--- config.mk ---
export PLATFORM = sky130hd
export DESIGN_NAME = reload_down_timer
export DESIGN_NICKNAME = d
export VERILOG_FILES = /design/src/reload_timer_pkg.sv /design/src/reload_down_timer.sv
export SDC_FILE = /design/constraint.sdc
export NUM_CORES = 1
export LEC_CHECK = 0
export ABC_AREA = 1
export ABC_CLOCK_PERIOD_IN_PS = 8800
export BUFFER_PORTS_ARGS = -buffer_cell sky130_fd_sc_hd__buf_2
export CORE_ASPECT_RATIO = 0.9
export CORE_MARGIN = 3
export CORE_UTILIZATION = 48
export DETAILED_ROUTE_END_ITERATION = 12
export GPL_TIMING_DRIVEN = 0
export PLACE_DENSITY = 0.66
export RECOVER_POWER = 25
export SYNTH_ARGS = -nofsm -noshare
export SYNTH_HDL_FRONTEND = slang
export SYNTH_SLANG_ARGS = --single-unit
--- constraint.sdc ---
create_clock -name mclk -period 8.8 [get_ports mclk]
set_clock_uncertainty 0.1 [all_clocks]
set_input_delay 0.88 -clock mclk [delete_from_list [all_inputs] [get_ports mclk]]
set_output_delay 0.88 -clock mclk [all_outputs]
set_load 0.02 [all_outputs]
--- src/reload_timer_pkg.sv ---
// Purpose: Constants shared by the dual reload down timer
// Assumes: Single machine clock, simple strobe register port
// Notes:   Byte addresses of each channel's registers, field positions

package reload_timer_pkg;

	localparam int          ADDR_W         = 8;
	localparam int          DATA_W         = 16;
	localparam int          NUM_CH         = 2;

	// Per-channel register window: channel index times stride plus offset
	localparam logic [7:0]  CH_STRIDE      = 8'h10;
	localparam logic [7:0]  OFF_CTRL       = 8'h00;
	localparam logic [7:0]  OFF_RELOAD     = 8'h04;
	localparam logic [7:0]  OFF_COUNT      = 8'h08;
	localparam logic [7:0]  OFF_IRQ_STAT   = 8'h40;
	localparam logic [7:0]  OFF_IRQ_MASK   = 8'h44;

	// Control field positions
	localparam int          B_SW_TRIG      = 0;
	localparam int          B_ENABLE       = 1;
	localparam int          B_RELOAD_MODE  = 2;
	localparam int          B_XFER_SEL     = 3;
	localparam int          B_EDGE_LO      = 4;
	localparam int          B_EDGE_HI      = 5;
	localparam int          B_CSEL_LO      = 6;
	localparam int          B_CSEL_HI      = 7;
	localparam int          B_RUNNING      = 8;
	localparam int          CTRL_W         = 8;

	localparam logic [15:0] CTRL_RESET     = 16'h0000;
	localparam logic [15:0] COUNT_RESET    = 16'h0000;
	localparam logic [15:0] ONE16          = 16'h0001;

	// Count clock select codes
	localparam logic [1:0]  CSEL_DIV_A     = 2'h0;
	localparam logic [1:0]  CSEL_DIV_B     = 2'h1;
	localparam logic [1:0]  CSEL_DIV_C     = 2'h2;
	localparam logic [1:0]  CSEL_EVENT     = 2'h3;

	// Trigger edge codes
	localparam logic [1:0]  EDGE_NONE      = 2'h0;
	localparam logic [1:0]  EDGE_RISE      = 2'h1;
	localparam logic [1:0]  EDGE_FALL      = 2'h2;
	localparam logic [1:0]  EDGE_BOTH      = 2'h3;

	// Prescaler taps: tick every 2^n machine clocks
	localparam int          DIV_A_LOG2     = 1;
	localparam int          DIV_B_LOG2     = 3;
	localparam int          DIV_C_LOG2     = 5;
	localparam int          PRESC_W        = 6;

	typedef enum logic [1:0] {
		ST_IDLE,
		ST_COUNT
	} timer_state_t;

endpackage

--- src/reload_down_timer.sv ---
// Purpose: Two independent 16-bit reload down timers with interrupt and transfer request
// Assumes: Inputs synchronous to mclk per pin rule, but still triple-registered
// Notes:   Register port answers reads one cycle later; unmapped reads return zero
//          Channel n sits at n times the stride: control, reload, count (read only)
//          Shared status and mask words hold one bit per channel; status is write-one-clear
//          Control bit 0 starts on a 0-to-1 write and always reads back as zero
//          Control bit 8 reads back whether the channel is counting
//          A start written together with enable takes effect in that same write
//          Prescaler runs free, so the first period after a start may be short
//
// Functional notes
// - Each timer counts a clock chosen from three divided internal clocks or an event input.
// - A timer starts by a software trigger bit or, outside event mode, by the external trigger input.
// - A 16-bit underflow can raise an interrupt so the timer works as an interval timer.
// - In one-shot mode an underflow stops counting until the next trigger.
// - In reload mode an underflow copies the reload value into the counter and counting goes on.
// - Select codes 00, 01 and 10 choose internal clock mode, each a different period.
// - In internal clock mode the counter decrements once per selected tick, on mclk.
// - Starting happens on detection of a software trigger or, outside event mode, the configured edge of external trigger.
// - An underflow may request the automatic transfer service instead of an interrupt.
// - Two independent instances exist, each with own counter, reload and control.
//
// The address map and the strobed register port are this design's own decisions.

`timescale 1ns/1ps
`default_nettype none

module reload_down_timer
	import reload_timer_pkg::*;
#(
	parameter int NCH = NUM_CH
) (
	input  wire logic                mclk,
	input  wire logic                rst,
	input  wire logic [ADDR_W-1:0]   addr,
	input  wire logic [DATA_W-1:0]   wdata,
	input  wire logic                wr_stb,
	input  wire logic                rd_stb,
	output logic      [DATA_W-1:0]   rdata,
	input  wire logic [NCH-1:0]      ext_trigger,
	input  wire logic [NCH-1:0]      ext_event,
	output logic      [NCH-1:0]      underflow_out,
	output logic      [NCH-1:0]      xfer_req,
	output logic                     irq
);

	// Channel register address decode, reused for write and read paths
	function automatic logic hit(input logic [ADDR_W-1:0] a, input int ch,
		input logic [7:0] off);
		// Channel base is index times stride; offsets add within it
		hit = (a == ADDR_W'(int'(CH_STRIDE) * ch + int'(off)));
	endfunction

	// Shared prescaler: one free counter, taps give the three internal periods
	// Free running from reset, so taps are not aligned to any start
	logic [PRESC_W-1:0] presc_reg;
	logic [PRESC_W-1:0] presc_prev_reg;
	logic [2:0]         tick_int;

	always_ff @(posedge mclk or posedge rst) begin
		if (rst) begin
			presc_reg      <= '0;
			presc_prev_reg <= '0;
		end else begin
			presc_reg      <= presc_reg + PRESC_W'(1);
			presc_prev_reg <= presc_reg;
		end
	end

	// Falling edge of a tap marks one tick of that divided clock
	// A tap falls once per full period of its bit, so each tick is one clock wide
	assign tick_int[0] = presc_prev_reg[DIV_A_LOG2-1] & ~presc_reg[DIV_A_LOG2-1];
	assign tick_int[1] = presc_prev_reg[DIV_B_LOG2-1] & ~presc_reg[DIV_B_LOG2-1];
	assign tick_int[2] = presc_prev_reg[DIV_C_LOG2-1] & ~presc_reg[DIV_C_LOG2-1];

	// Interrupt bookkeeping shared by both channels
	logic [NCH-1:0] stat_reg;
	logic [NCH-1:0] mask_reg;
	logic [NCH-1:0] uf_evt;
	logic [NCH-1:0] pending;

	// Read-back views gathered from each channel
	logic [DATA_W-1:0] ctrl_rd   [NCH];
	logic [DATA_W-1:0] reload_rd [NCH];
	logic [DATA_W-1:0] count_rd  [NCH];

	genvar g;
	generate
		for (g = 0; g < NCH; g++) begin : gen_ch
			// Per-channel registers
			logic [CTRL_W-1:0] ctrl_reg;
			logic [DATA_W-1:0] reload_reg;
			logic [DATA_W-1:0] count_reg;
			logic [2:0]        trig_sync_reg;
			logic [2:0]        evt_sync_reg;
			logic              sw_trig_prev_reg;
			timer_state_t      state_reg;
			logic              uf_out_reg;
			logic              xfer_reg;

			// Decoded fields and single-cycle strobes
			logic              sw_trig_bit;
			logic              ctrl_wr;
			logic              en_now;
			logic              running;
			logic [1:0]        csel;
			logic [1:0]        edge_sel;
			logic              ext_rise;
			logic              ext_fall;
			logic              ext_edge;
			logic              evt_rise;
			logic              sw_edge;
			logic              start;
			logic              tick;
			logic              count_zero;
			logic              uf;

			// Field views of the control word
			assign ctrl_wr  = wr_stb && hit(addr, g, OFF_CTRL);
			// Enable as it will stand after this edge, so one write can enable and start
			assign en_now   = ctrl_wr ? wdata[B_ENABLE] : ctrl_reg[B_ENABLE];
			assign running  = (state_reg == ST_COUNT);
			assign csel     = {ctrl_reg[B_CSEL_HI], ctrl_reg[B_CSEL_LO]};
			assign edge_sel = {ctrl_reg[B_EDGE_HI], ctrl_reg[B_EDGE_LO]};

			// Three-stage chain; only the second and third stages feed edge logic
			always_ff @(posedge mclk or posedge rst) begin
				if (rst) begin
					trig_sync_reg <= '0;
				end else begin
					trig_sync_reg <= {trig_sync_reg[1:0], ext_trigger[g]};
				end
			end

			// Event pin chain, kept apart from the trigger chain
			always_ff @(posedge mclk or posedge rst) begin
				if (rst) begin
					evt_sync_reg <= '0;
				end else begin
					evt_sync_reg <= {evt_sync_reg[1:0], ext_event[g]};
				end
			end

			// Edges seen between the last two stages, two clocks after the pin
			assign ext_rise = trig_sync_reg[1] & ~trig_sync_reg[2];
			assign ext_fall = ~trig_sync_reg[1] & trig_sync_reg[2];
			assign evt_rise = evt_sync_reg[1] & ~evt_sync_reg[2];

			// Configured edge of the external trigger; event mode ignores it
			always_comb begin
				case (edge_sel)
					EDGE_RISE: ext_edge = ext_rise;
					EDGE_FALL: ext_edge = ext_fall;
					EDGE_BOTH: ext_edge = ext_rise | ext_fall;
					default:   ext_edge = 1'b0;
				endcase
			end

			// Software trigger acts on its 0-to-1 write, so rewriting 1 does not restart
			assign sw_trig_bit = ctrl_wr & wdata[B_SW_TRIG];
			assign sw_edge     = sw_trig_bit & ~sw_trig_prev_reg;
			// A start while counting simply reloads, which gives a retrigger
			assign start = en_now & (sw_edge
				| (ext_edge & (csel != CSEL_EVENT)));

			// Count tick: an internal divided clock, or an event rising edge
			always_comb begin
				case (csel)
					CSEL_DIV_A: tick = tick_int[0];
					CSEL_DIV_B: tick = tick_int[1];
					CSEL_DIV_C: tick = tick_int[2];
					default:    tick = evt_rise;
				endcase
			end

			// Underflow is a tick seen at zero; a start in the same cycle takes priority
			assign count_zero = (count_reg == COUNT_RESET);
			assign uf         = running && tick && !start && count_zero;

			// Last written trigger bit, so only a 0-to-1 write starts the timer
			always_ff @(posedge mclk or posedge rst) begin
				if (rst) begin
					sw_trig_prev_reg <= 1'b0;
				end else if (ctrl_wr) begin
					sw_trig_prev_reg <= wdata[B_SW_TRIG];
				end
			end

			// Control word; bit 0 is stored but never read back
			always_ff @(posedge mclk or posedge rst) begin
				if (rst) begin
					ctrl_reg <= CTRL_RESET[CTRL_W-1:0];
				end else if (ctrl_wr) begin
					ctrl_reg <= wdata[CTRL_W-1:0];
				end
			end

			// Reload value; a new one takes effect at the next start or reload-mode underflow
			always_ff @(posedge mclk or posedge rst) begin
				if (rst) begin
					reload_reg <= COUNT_RESET;
				end else if (wr_stb && hit(addr, g, OFF_RELOAD)) begin
					reload_reg <= wdata;
				end
			end

			// Run control; clearing enable halts the timer one clock after the write
			always_ff @(posedge mclk or posedge rst) begin
				if (rst) begin
					state_reg <= ST_IDLE;
				end else begin
					case (state_reg)
						ST_IDLE: begin
							if (start) begin
								state_reg <= ST_COUNT;
							end
						end
						ST_COUNT: begin
							if (!ctrl_reg[B_ENABLE]) begin
								state_reg <= ST_IDLE;
							end else if (uf && !ctrl_reg[B_RELOAD_MODE]) begin
								state_reg <= ST_IDLE;
							end
						end
						// Unused encodings fall back to idle
						default: state_reg <= ST_IDLE;
					endcase
				end
			end

			// Counter: load on start, reload or park on underflow, else decrement on a tick
			always_ff @(posedge mclk or posedge rst) begin
				if (rst) begin
					count_reg <= COUNT_RESET;
				end else if (start) begin
					count_reg <= reload_reg;
				end else if (uf) begin
					// Reload mode goes on without a gap; one-shot parks at all ones
					if (ctrl_reg[B_RELOAD_MODE]) begin
						count_reg <= reload_reg;
					end else begin
						count_reg <= '1; // Wraps to all ones, then holds
					end
				end else if (running && tick) begin
					count_reg <= count_reg - ONE16;
				end
			end

			// Underflow routed to interrupt or to the transfer request
			assign uf_evt[g] = uf & ~ctrl_reg[B_XFER_SEL];

			// Underflow pulse, one clock wide, a cycle after the event
			always_ff @(posedge mclk or posedge rst) begin
				if (rst) begin
					uf_out_reg <= 1'b0;
				end else begin
					uf_out_reg <= uf;
				end
			end

			// Transfer request pulse; status stays clear when this path is chosen
			always_ff @(posedge mclk or posedge rst) begin
				if (rst) begin
					xfer_reg <= 1'b0;
				end else begin
					xfer_reg <= uf & ctrl_reg[B_XFER_SEL];
				end
			end

			// Each channel drives only its own bit of the shared outputs
			assign underflow_out[g] = uf_out_reg;
			assign xfer_req[g]      = xfer_reg;

			// Read-back views; the trigger bit always reads zero
			assign ctrl_rd[g]   = {{(DATA_W-B_RUNNING-1){1'b0}},
				running, ctrl_reg[CTRL_W-1:1], 1'b0};
			assign reload_rd[g] = reload_reg;
			assign count_rd[g]  = count_reg;
		end
	endgenerate

	// Sticky status; a new underflow wins over a write-one clear
	// Writing one to a bit that is already clear does nothing
	always_ff @(posedge mclk or posedge rst) begin
		if (rst) begin
			stat_reg <= '0;
		end else if (wr_stb && addr == ADDR_W'(OFF_IRQ_STAT)) begin
			stat_reg <= (stat_reg & ~wdata[NCH-1:0]) | uf_evt;
		end else begin
			stat_reg <= stat_reg | uf_evt;
		end
	end

	// Mask bits let each channel onto the single interrupt line
	always_ff @(posedge mclk or posedge rst) begin
		if (rst) begin
			mask_reg <= '0;
		end else if (wr_stb && addr == ADDR_W'(OFF_IRQ_MASK)) begin
			mask_reg <= wdata[NCH-1:0];
		end
	end

	// Level output; stays up until software clears or masks every pending bit
	assign pending = stat_reg & mask_reg;
	assign irq     = |pending;

	// Read mux; unmapped addresses return zero
	logic [DATA_W-1:0] rdata_next;

	always_comb begin
		rdata_next = '0;
		if (addr == ADDR_W'(OFF_IRQ_STAT)) begin
			rdata_next = DATA_W'(stat_reg);
		end else if (addr == ADDR_W'(OFF_IRQ_MASK)) begin
			rdata_next = DATA_W'(mask_reg);
		end else begin
			// Channel windows do not overlap, so at most one arm matches
			for (int i = 0; i < NCH; i++) begin
				if (hit(addr, i, OFF_CTRL)) begin
					rdata_next = ctrl_rd[i];
				end else if (hit(addr, i, OFF_RELOAD)) begin
					rdata_next = reload_rd[i];
				end else if (hit(addr, i, OFF_COUNT)) begin
					rdata_next = count_rd[i];
				end
			end
		end
	end

	// Data valid only in the cycle after the read strobe
	// Zero outside the answer cycle keeps a shared read bus quiet
	always_ff @(posedge mclk or posedge rst) begin
		if (rst) begin
			rdata <= '0;
		end else if (rd_stb) begin
			rdata <= rdata_next;
		end else begin
			rdata <= '0;
		end
	end

endmodule

`default_nettype wire

==> flow_summary_export.csv, run 1 <==
group,metric,value,unit
timing,hold_slack,0.246,ns
synth,synthFlopType,"dfrtp_1",
routing,drt_iter0_markers,582,
timing,max_freq,0.379,GHz
clocking,cts_tree,"yes",
worst_setup_path,slowest_delay,0.42,ns
synth,avgSynthCellArea,7.92,um2
die,rows,40,
worst_setup_path,r2r_cells,10,
finish,filler_cell_count,1231,
routing,avgViaCountPerCell,5.33,
worst_setup_path,required,8.99,ns
clocking,clock_sinks,126,
clocking,insertion_delay,0.42,ns
timing,finalSetupTns,0,ns
grt,grt_max_degree,85,
synth,yosysTopAreaCell,"dfrtp_1",
routing,wl,18000,um
timing,hold_viol_final,0,
timing,relSlewSlack,-0.311,
finish,multi_input_area,0.00291,mm2
finish,final_cells,1091,
synth,netlist.area_leader.share,0.474,
synth,yosysMostFrequentCell,"nand2_1",
routing,highest_layer,"met4",
worst_setup_path,path_cells,"buf_2 > nor2_1 > nand2_1 > nor2_1 > inv_1 > buf_2 > o22ai_1 > o21bai_1 > a21oi_1",
pwr,p_leak,3.85,nW
die,coreArea,0.0135,mm2
clocking,cts_inserted_buffers,17,
pwr,p_per_area,192,mW/mm2
routing,wl_per_cell,16.5,um
clocking,cts_root_buf,"clkbuf_16",
place,dpl.hpwl,13300,um
worst_setup_path,worst_setup_path_end_kind,"flop",
clocking,post-cts-setup-buffer-count,0,
synth,netlist_area,0.00666,mm2
routing,num_vias,5817,
finish,n_antenna_cell,0,
routing,antenna_left,0,
timing,rsz0062_at_grt,"no",
routing,wl_met3,1500,um
finish,design_area,0.00775,mm2
place,dpl_cell_area,0.00715,mm2
synth,synth_cell_types,35,
min_path,hold_path.startpoint,"gen_ch[0].evt_sync_reg[0]$_DFF_PP0_",
clocking,cts_resized,0,
synth,yosysSeqAreaShare,0.474,
clocking,htreeDepth,4,
synth,synthTopCellsByArea,"dfrtp_1 47%, nand2_1 12%, o21ai_0 7.3%",
job,cap_violations,1,
worst_setup_path,cp_slowest_cell,"nor2_1",
routing,wl_met2,7840,um
timing,fin_crit_sh,0.299,
synth,synthTopCellsByCount,"219 x nand2_1, 126 x dfrtp_1, 107 x inv_1",
place,dpl.cell_count,1060,
outcome,status,"finished, violations left",
pwr,ir_drop,0.000143,V
timing,setup_viol,0,
synth,synth_edf_count,0,
worst_setup_path,r2r-end,"stat_reg[0]$_DFF_PP0_",
timing,fin_crit,2.64,ns
die,start_util,0.494,
min_path,min-delay-path-class,"flop to flop",
synth,syn-instance-count,840,
routing,drc_errors,0,
worst_setup_path,critPathArrivalTime,2.83,ns
worst_setup_path,start_kind,"input pin",
finish,nets,950,
die,io_pins,53,
place,portBuffers,51,
worst_setup_path,worstSetupPathType,"input pin to flop",
die,die_x,130,um
min_path,hold_end,"gen_ch[0].evt_sync_reg[1]$_DFF_PP0_",
grt,grt_usage,0.245,
synth,synth_fp_nets,879,
place,gp_congestion,0.877,
synth,async_flop_share,1.00,
worst_setup_path,r2r_slack,6.55,ns
grt,grt_pass1_wl,29000,um
routing,drt_first_pass_iters,6,
die,dieHeight,118,um
clocking,cts_hold_buf,0,
grt,grt_pass1_vias,5525,
synth,ys_ff_latch,126,
finish,register_area,0.00315,mm2
worst_setup_path,path_buf_inv,3,
synth,yosys_warnings,0,
routing,wl_met1,8440,um
clocking,clkTransAtPathRegs,0.05,ns
timing,drv_slew,43,
grt,antenna_found_initial,0,
timing,tightest_slew,1.96,ns
die,dieArea,0.0153,mm2
worst_setup_path,crit_fanout,10,
worst_setup_path,r2r-start,"gen_ch[0].count_reg[0]$_DFFE_PP0P_",
worst_setup_path,path_delay_family,"simple AND/OR/NAND/NOR gates",
finish,drive_above_1_share,0.143,
clocking,clockBufferDepth,2,
outcome,failed_checks,"max-capacitance violations, max-slew violations",
grt,overflow,0,
min_path,whs_path_depth,0,
finish,area_growth,16.4,%
[cells by family (layout without fill, tap and decap cells)]
group,Yosys count,count (layout),share of synthesized area
AO/OA/AOI/OAI,176,176,0.146
flip-flops,126,126,0.474
AND/OR/NAND/NOR,365,365,0.243
XOR/XNOR,27,27,0.0355
buffers and inverters,139,222,0.0884
adder cells (fa/ha/maj),7,7,0.0132
[layer usage]
| metal | up-vias | track usage |
|---|---|---|
| met5 | - | 0 |
| met4 | 0 | 0.0532 |
| met3 | 18 | 0.0753 |
| met2 | 208 | 0.358 |
| met1 | 2725 | 0.358 |
| li1 | 2866 | - |
[worst reg2reg max path, stage by stage, from the launching register on]
cell and delay (ns):
dfrtp_1 0.40, inv_1 0.11, ha_1 0.22, nand3_1 0.16, nor2_2 0.21, nand4_1 0.18
nor2_4 0.18, inv_1 0.20, nor2_2 0.20, nand2_1 0.14, nand2_1 0.09
[metrics by stage]
| step | power, mW | setup WS, ns | utilization |
|---|---|---|---|
| after global placement | 0.785 | 2.92 | 0.529 |
| final | 1.49 | 6.16 | 0.575 |
| after floorplan | 0.740 | 4.46 | - |
| after global routing | 1.55 | 6.13 | 0.575 |
| after detailed placement | 0.789 | 5.78 | 0.531 |
| after CTS | 1.50 | 6.23 | 0.576 |
[placed cells by master (no fill, tap or decap), drive strengths merged, types with 4 or more instances in the layout]
master,instances
o21bai,10
a21oi,29
ha,7
o21ai,103
xor2,24
nor2,63
buf,68
nand2,230
inv,112
dfrtp,126
clkbuf,29
o22ai,16
o211ai,12
nor3,4
nand3,51
nand4,11
clkinvlp,4
clkinv,6
[where the power goes]
| group | total [mW] | switching, mW | internal (mW) |
|---|---|---|---|
| sequential | 0.616 | 0.0183 | 0.597 |
| clock | 0.709 | 0.252 | 0.456 |
| combinational | 0.166 | 0.110 | 0.0560 |
[worst max path at each step]
stage,start,endpoint,slack [ns],depth (start not counted)
final,addr[5],rdata[6]$_DFF_PP0_,6.16,9
after detailed placement,addr[5],rdata[0]$_DFF_PP0_,5.78,9
after global routing,addr[5],rdata[0]$_DFF_PP0_,6.13,9
after global placement,rst,gen_ch[1].count_reg[14]$_DFFE_PP0P_,2.92,2
after CTS,addr[5],rdata[0]$_DFF_PP0_,6.23,9
after floorplan,rst,gen_ch[0].count_reg[0]$_DFFE_PP0P_,4.46,1
[cell type report]
| type | count | area share |
|---|---|---|
| clock inverters | 11 | 0.0182 |
| well taps | 168 | 0.0271 |
| repair buffers | 52 | 0.0365 |
| plain buffers | 25 | 0.0202 |
| clock buffers | 20 | 0.0589 |
| inverters | 114 | 0.0559 |
| multi-input cells | 575 | 0.376 |
| flip-flops and latches | 126 | 0.407 |
(Power assumes the default switching activity.)
==> run 2, diff against run 1 <==
Settings changed: ABC_CLOCK_PERIOD_IN_PS 8800 to 2700.
Clock period 8.8 ns to 2.7 ns, I/O delays scaled along.
==> flow_summary_export.csv, run 2 (same netlist as run 1, synthesis figures left out) <==
group,metric,value,unit
outcome,status,"finished clean",
finish,area_growth,18.1,%
place,dpl.cell_count,1062,
grt,grt_pass1_wl,29700,um
routing,num_vias,5965,
grt,grt_max_degree,43,
routing,drt_first_pass_iters,5,
worst_setup_path,critPathArrivalTime,2.45,ns
routing,drt_iter0_markers,613,
clocking,htreeDepth,4,
die,rows,40,
timing,hold_viol_final,0,
finish,drive_above_1_share,0.143,
grt,antenna_found_initial,0,
worst_setup_path,cp_slowest_cell,"dfrtp_1",
timing,drv_slew,0,
grt,overflow,0,
timing,fin_crit_sh,0.832,
grt,grt_pass1_vias,5642,
timing,rsz0062_at_grt,"no",
worst_setup_path,start_kind,"flop",
job,cap_violations,0,
worst_setup_path,worstSetupPathType,"flop to flop",
timing,relSlewSlack,0.198,
worst_setup_path,path_cells,"inv_1 > ha_1 > nand3_2 > nor2_2 > nand2_1 > nor2_4 > nand2_4 > clkinv_2 > nand3_1 > nor2_1 > o21bai_1",
die,dieHeight,118,um
clocking,cts_tree,"yes",
routing,antenna_left,0,
routing,avgViaCountPerCell,5.43,
place,gp_congestion,0.879,
finish,final_cell_mix,"219 x nand2_1, 126 x dfrtp_1, 106 x inv_1",
die,coreArea,0.0135,mm2
worst_setup_path,required,2.91,ns
place,place_ws,0.353,ns
clocking,cts_inserted_buffers,17,
clocking,cts_resized,0,
routing,wl,18300,um
pwr,p_leak,3.90,nW
die,start_util,0.494,
min_path,min-delay-path-class,"input pin to flop",
routing,wl_per_cell,16.7,um
clocking,cts_root_buf,"clkbuf_16",
clocking,insertion_delay,0.42,ns
finish,n_antenna_cell,0,
timing,finalWorstSetupSlack,0.453,ns
finish,nets,957,
routing,drc_errors,0,
place,dpl.hpwl,13600,um
clocking,clkTransAtPathRegs,0.06,ns
die,dieArea,0.0153,mm2
worst_setup_path,worst_setup_path_end_kind,"flop",
place,portBuffers,51,
timing,tightest_slew,1.20,ns
worst_setup_path,crit_fanout,8,
grt,grt_usage,0.252,
pwr,p_per_area,648,mW/mm2
finish,final_cells,1099,
pwr,ir_drop,0.000643,V
timing,fin_crit,2.25,ns
timing,setup_viol,0,
clocking,clockBufferDepth,2,
worst_setup_path,slowest_delay,0.41,ns
finish,layout_commonest_cell,"nand2_1",
die,die_x,130,um
die,io_pins,53,
clocking,clock_sinks,126,
timing,max_freq,0.445,GHz
run 2: cell types whose count changed in the layout (fill, tap and decap cells not counted), moves of 2 or more:
cell | before | now
bufinv_16 | 3 | 5
buf_12 | 0 | 2
dlygate4sd3_1 | 0 | 5
clkinv_2 | 5 | 2
clkinv_4 | 1 | 3
nor2_4 | 6 | 4
nor2_1 | 51 | 53
run 2: path summary, 6_finish.rpt:
path | from | end | slack, ns | cells after the start
worst min register to register | gen_ch[1].trig_sync_reg[0]$_DFF_PP0_ | gen_ch[1].trig_sync_reg[1]$_DFF_PP0_ | 0.25 | 0
min in group asynchronous | rst | gen_ch[0].trig_sync_reg[0]$_DFF_PP0_ | 0.53 | 3
worst min-delay path | rd_stb | rdata[1]$_DFF_PP0_ | 0.01 | 3
worst max register to register | gen_ch[1].count_reg[0]$_DFFE_PP0P_ | gen_ch[1].state_reg[0]$_DFFE_PP0P_ | 0.45 | 11
max in group asynchronous | rst | gen_ch[1].count_reg[14]$_DFFE_PP0P_ | 0.51 | 5
worst max-delay path | gen_ch[1].count_reg[0]$_DFFE_PP0P_ | gen_ch[1].state_reg[0]$_DFFE_PP0P_ | 0.45 | 11
run 2: critical path: cells and delay by family (launching register included):
kind | cells | cell delay [ns]
AOI/OAI and AO/OA | 1 | 0.07
buffers and inverters | 2 | 0.22
adders and majority gates | 1 | 0.22
and+or+nand+nor | 7 | 1.09
DFF | 1 | 0.41
run 2: timing repair:
item / CTS / global route
setup buffers: 0 / 0
setup endpoints to repair: 0 / 0
hold endpoints to repair: 28 / 0
hold buffers: 5 / 0
run 2: layer usage:
layer | track usage | part of all wire
met1 | 0.375 | 0.46
met2 | 0.349 | 0.43
met3 | 0.0712 | 0.079
met4 | 0.0890 | 0.027
met5 | 0 | 0
run 2: power by group:
group	internal (mW)	leakage (nW)	switching (mW)
Combinational	0.189	1.88	0.360
Sequential	1.95	1.71	0.0601
Clock	1.67	0.310	0.872
run 2: layout make-up:
class | instances | area, um2
buffer | 25 | 156
clock buffer | 19 | 443
multi-input combinational | 575 | 2900
timing repair buffer | 59 | 350
tap | 168 | 210
sequential | 126 | 3150
clock inverter | 13 | 213
inverter | 114 | 433
fill | 1225 | 5610
run 2: metrics by stage:
stage	utilization	area [um2]	TNS [ns]	power [mW]	hold WS (ns)
floorplan	-	6660	0	2.41	0.201
finish	0.584	7860	0	5.09	0.0104
global route	0.584	7860	0	5.28	0.0273
detailed placement	0.534	7180	0	2.58	0.241
global placement	0.529	7120	-8.71	2.56	0.232
CTS	0.586	7890	0	5.11	0.00566
==> run 3, diff against run 2 <==
Settings changed: ABC_AREA 1 to 0, ABC_CLOCK_PERIOD_IN_PS 2700 to 2150.
Clock period 2.7 ns to 2.15 ns, I/O delays scaled along.
==> flow_summary_export.csv, run 3 <==
group,metric,value,unit
synth,yosysMostFrequentCell,"dfrtp_1",
synth,yosysSeqAreaShare,0.507,
finish,final_cell_mix,"117 x dfrtp_1, 48 x mux2_2, 48 x buf_2",
pwr,seqPwrFrac,0.392,
timing,drv_slew,0,
worst_setup_path,start_kind,"flop",
clocking,clockBufferDepth,2,
finish,n_antenna_cell,0,
timing,setup_viol,26,
place,gp_congestion,0.892,
synth,ys_ff_latch,126,
place,place_ws,-0.661,ns
timing,rsz0062_at_grt,"yes",
pwr,p_sw,1.67,mW
grt,antenna_found_initial,1,
synth,yosysTopAreaCell,"dfrtp_1",
pwr,p_leak,3.77,nW
pwr,p_int,5.09,mW
die,start_util,0.503,
synth,synth_cell_types,67,
place,dpl.hpwl,12000,um
worst_setup_path,worstSetupPathType,"flop to flop",
die,rows,38,
finish,layout_commonest_cell,"dfrtp_1",
finish,design_area,0.00830,mm2
job,cap_violations,0,
pwr,p_per_area,815,mW/mm2
worst_setup_path,worst_setup_path_end_kind,"flop",
finish,area_growth,33.5,%
place,dpl.cell_count,777,
outcome,failed_checks,"negative setup slack",
routing,drc_errors,0,
pwr,p_comb_frac,0.139,
timing,finalWorstSetupSlack,-0.351,ns
timing,fin_crit_sh,1.16,
die,dieHeight,114,um
clocking,clock_sinks,126,
pwr,finalPower,6.76,mW
synth,syn-instance-count,565,
grt,overflow,0,
die,dieArea,0.0144,mm2
grt,grt_pass1_wl,28600,um
finish,drive_above_1_share,0.391,
worst_setup_path,required,2.36,ns
synth,synthFlopType,"dfrtp_1",
routing,drt_iter0_markers,600,
synth,netlist.area_leader.share,0.507,
routing,avgViaCountPerCell,6.24,
routing,wl,18800,um
die,coreArea,0.0124,mm2
timing,hold_viol_final,0,
routing,wl_per_cell,21.8,um
timing,max_freq,0.400,GHz
finish,final_cells,863,
die,die_x,126,um
pwr,clkPwrFrac,0.469,
finish,final_core_util,0.671,
timing,relSlewSlack,0.308,
clocking,cts_tree,"yes",
finish,nets,729,
worst_setup_path,crit_fanout,10,
grt,grt_max_degree,44,
synth,netlist_area,0.00622,mm2
place,portBuffers,49,
pwr,p_sw_frac,0.247,
clocking,cts_root_buf,"clkbuf_16",
place,dpl_cell_area,0.00677,mm2
grt,grt_pass1_vias,5178,
clocking,htreeDepth,4,
timing,hold_slack,0.0556,ns
clocking,cts_inserted_buffers,17,
grt,grt_usage,0.259,
routing,antenna_left,0,
timing,fin_crit,2.50,ns
synth,synthTopCellsByArea,"dfrtp_1 51%, mux2_2 8.7%, a22oi_1 3.6%",
clocking,clkTransAtPathRegs,0.06,ns
routing,drt_first_pass_iters,5,
timing,finalSetupTns,-6.14,ns
synth,avgSynthCellArea,11.0,um2
pwr,ir_drop,0.000568,V
synth,synthTopCellsByCount,"126 x dfrtp_1, 48 x mux2_2, 36 x nand2_1",
routing,num_vias,5385,
worst_setup_path,critPathArrivalTime,2.71,ns
timing,tightest_slew,1.04,ns
synth,async_flop_share,1.00,
synth,synth_fp_nets,604,
outcome,status,"finished, violations left",
min_path,min-delay-path-class,"input pin to flop",
synth,synth_edf_count,0,
synth,yosys_warnings,0,
clocking,insertion_delay,0.42,ns
die,io_pins,53,
## run 3: cell count changes in the layout (fill, tap and decap cells not counted), sizes merged, moves of 20 or more
cell and change:
xor2 -20, a22oi +30, nor2 -45, buf +35, inv -94, o21ai -83, a2bb2oi +21, nand3 -41
nand2 -194, mux2 +48
## run 3: cell type report
cell class              count  area (um2)
well taps                 160         200
clock buffers              23         508
plain buffers              25         154
repair buffers            115         821
clock inverters             9         154
fillers                   916        4070
inverters                  20        76.3
multi-input cells         385        3220
flip-flops and latches    126        3160
## run 3: kinds of logic after synthesis
logic type | count (synthesis) | synth area share
AOI/OAI and AO/OA | 159 | 0.182
and+or+nand+nor | 147 | 0.135
DFF | 126 | 0.507
muxes | 56 | 0.0998
buffers and inverters | 54 | 0.0401
xor gates and xnor gates | 16 | 0.0225
adders and majority gates | 7 | 0.0141
## run 3: power groups by stage
stage	clock network [mW]	logic, mW	registers [mW]
after detailed placement	0	0.691	2.69
after global placement	0	0.654	2.68
final	3.17	0.938	2.65
after global routing	3.33	1.02	2.67
after floorplan	0	0.513	2.64
after CTS	3.21	0.836	2.64
## run 3: timing repair
item | CTS | global route
hold buffers | 15 | 0
endpoints found under the setup margin | 63 | 73
cloned | 0 | 2
buffers inserted | 23 | 23
pin swaps | 16 | 35
hold endpoints to repair | 111 | 0
gates resized for setup | 50 | 57
## run 3: metal layers
metal / vias to the layer above / wire, um / global-route usage
met5: - / 0 / 0
met4: 0 / 529 / 0.0915
met3: 53 / 1450 / 0.0693
met2: 266 / 9130 / 0.412
met1: 2686 / 7680 / 0.344
li1: 2380 / - / -
## run 3: worst max-delay path, cell delays in order (launching register included)
cell     delay [ns]
dfrtp_1        0.39
or4_4          0.56
buf_6          0.13
or4_4          0.52
o31a_1         0.36
buf_6          0.17
o21a_1         0.16
## run 3: final timing paths
| kind | from | to | slack [ns] | cells after the start |
|---|---|---|---|---|
| worst max-delay path | gen_ch[1].count_reg[8]$_DFFE_PP0P_ | gen_ch[1].count_reg[4]$_DFFE_PP0P_ | -0.35 | 6 |
| min in group asynchronous | rst | gen_ch[1].evt_sync_reg[0]$_DFF_PP0_ | 0.16 | 3 |
| worst max register to register | gen_ch[1].count_reg[8]$_DFFE_PP0P_ | gen_ch[1].count_reg[4]$_DFFE_PP0P_ | -0.35 | 6 |
| worst min-delay path | wdata[3] | gen_ch[1].reload_reg[3]$_DFFE_PP0P_ | 0.06 | 2 |
| worst min register to register | gen_ch[1].evt_sync_reg[0]$_DFF_PP0_ | gen_ch[1].evt_sync_reg[1]$_DFF_PP0_ | 0.25 | 0 |
| max in group asynchronous | rst | gen_ch[0].count_reg[5]$_DFFE_PP0P_ | 0.44 | 4 |
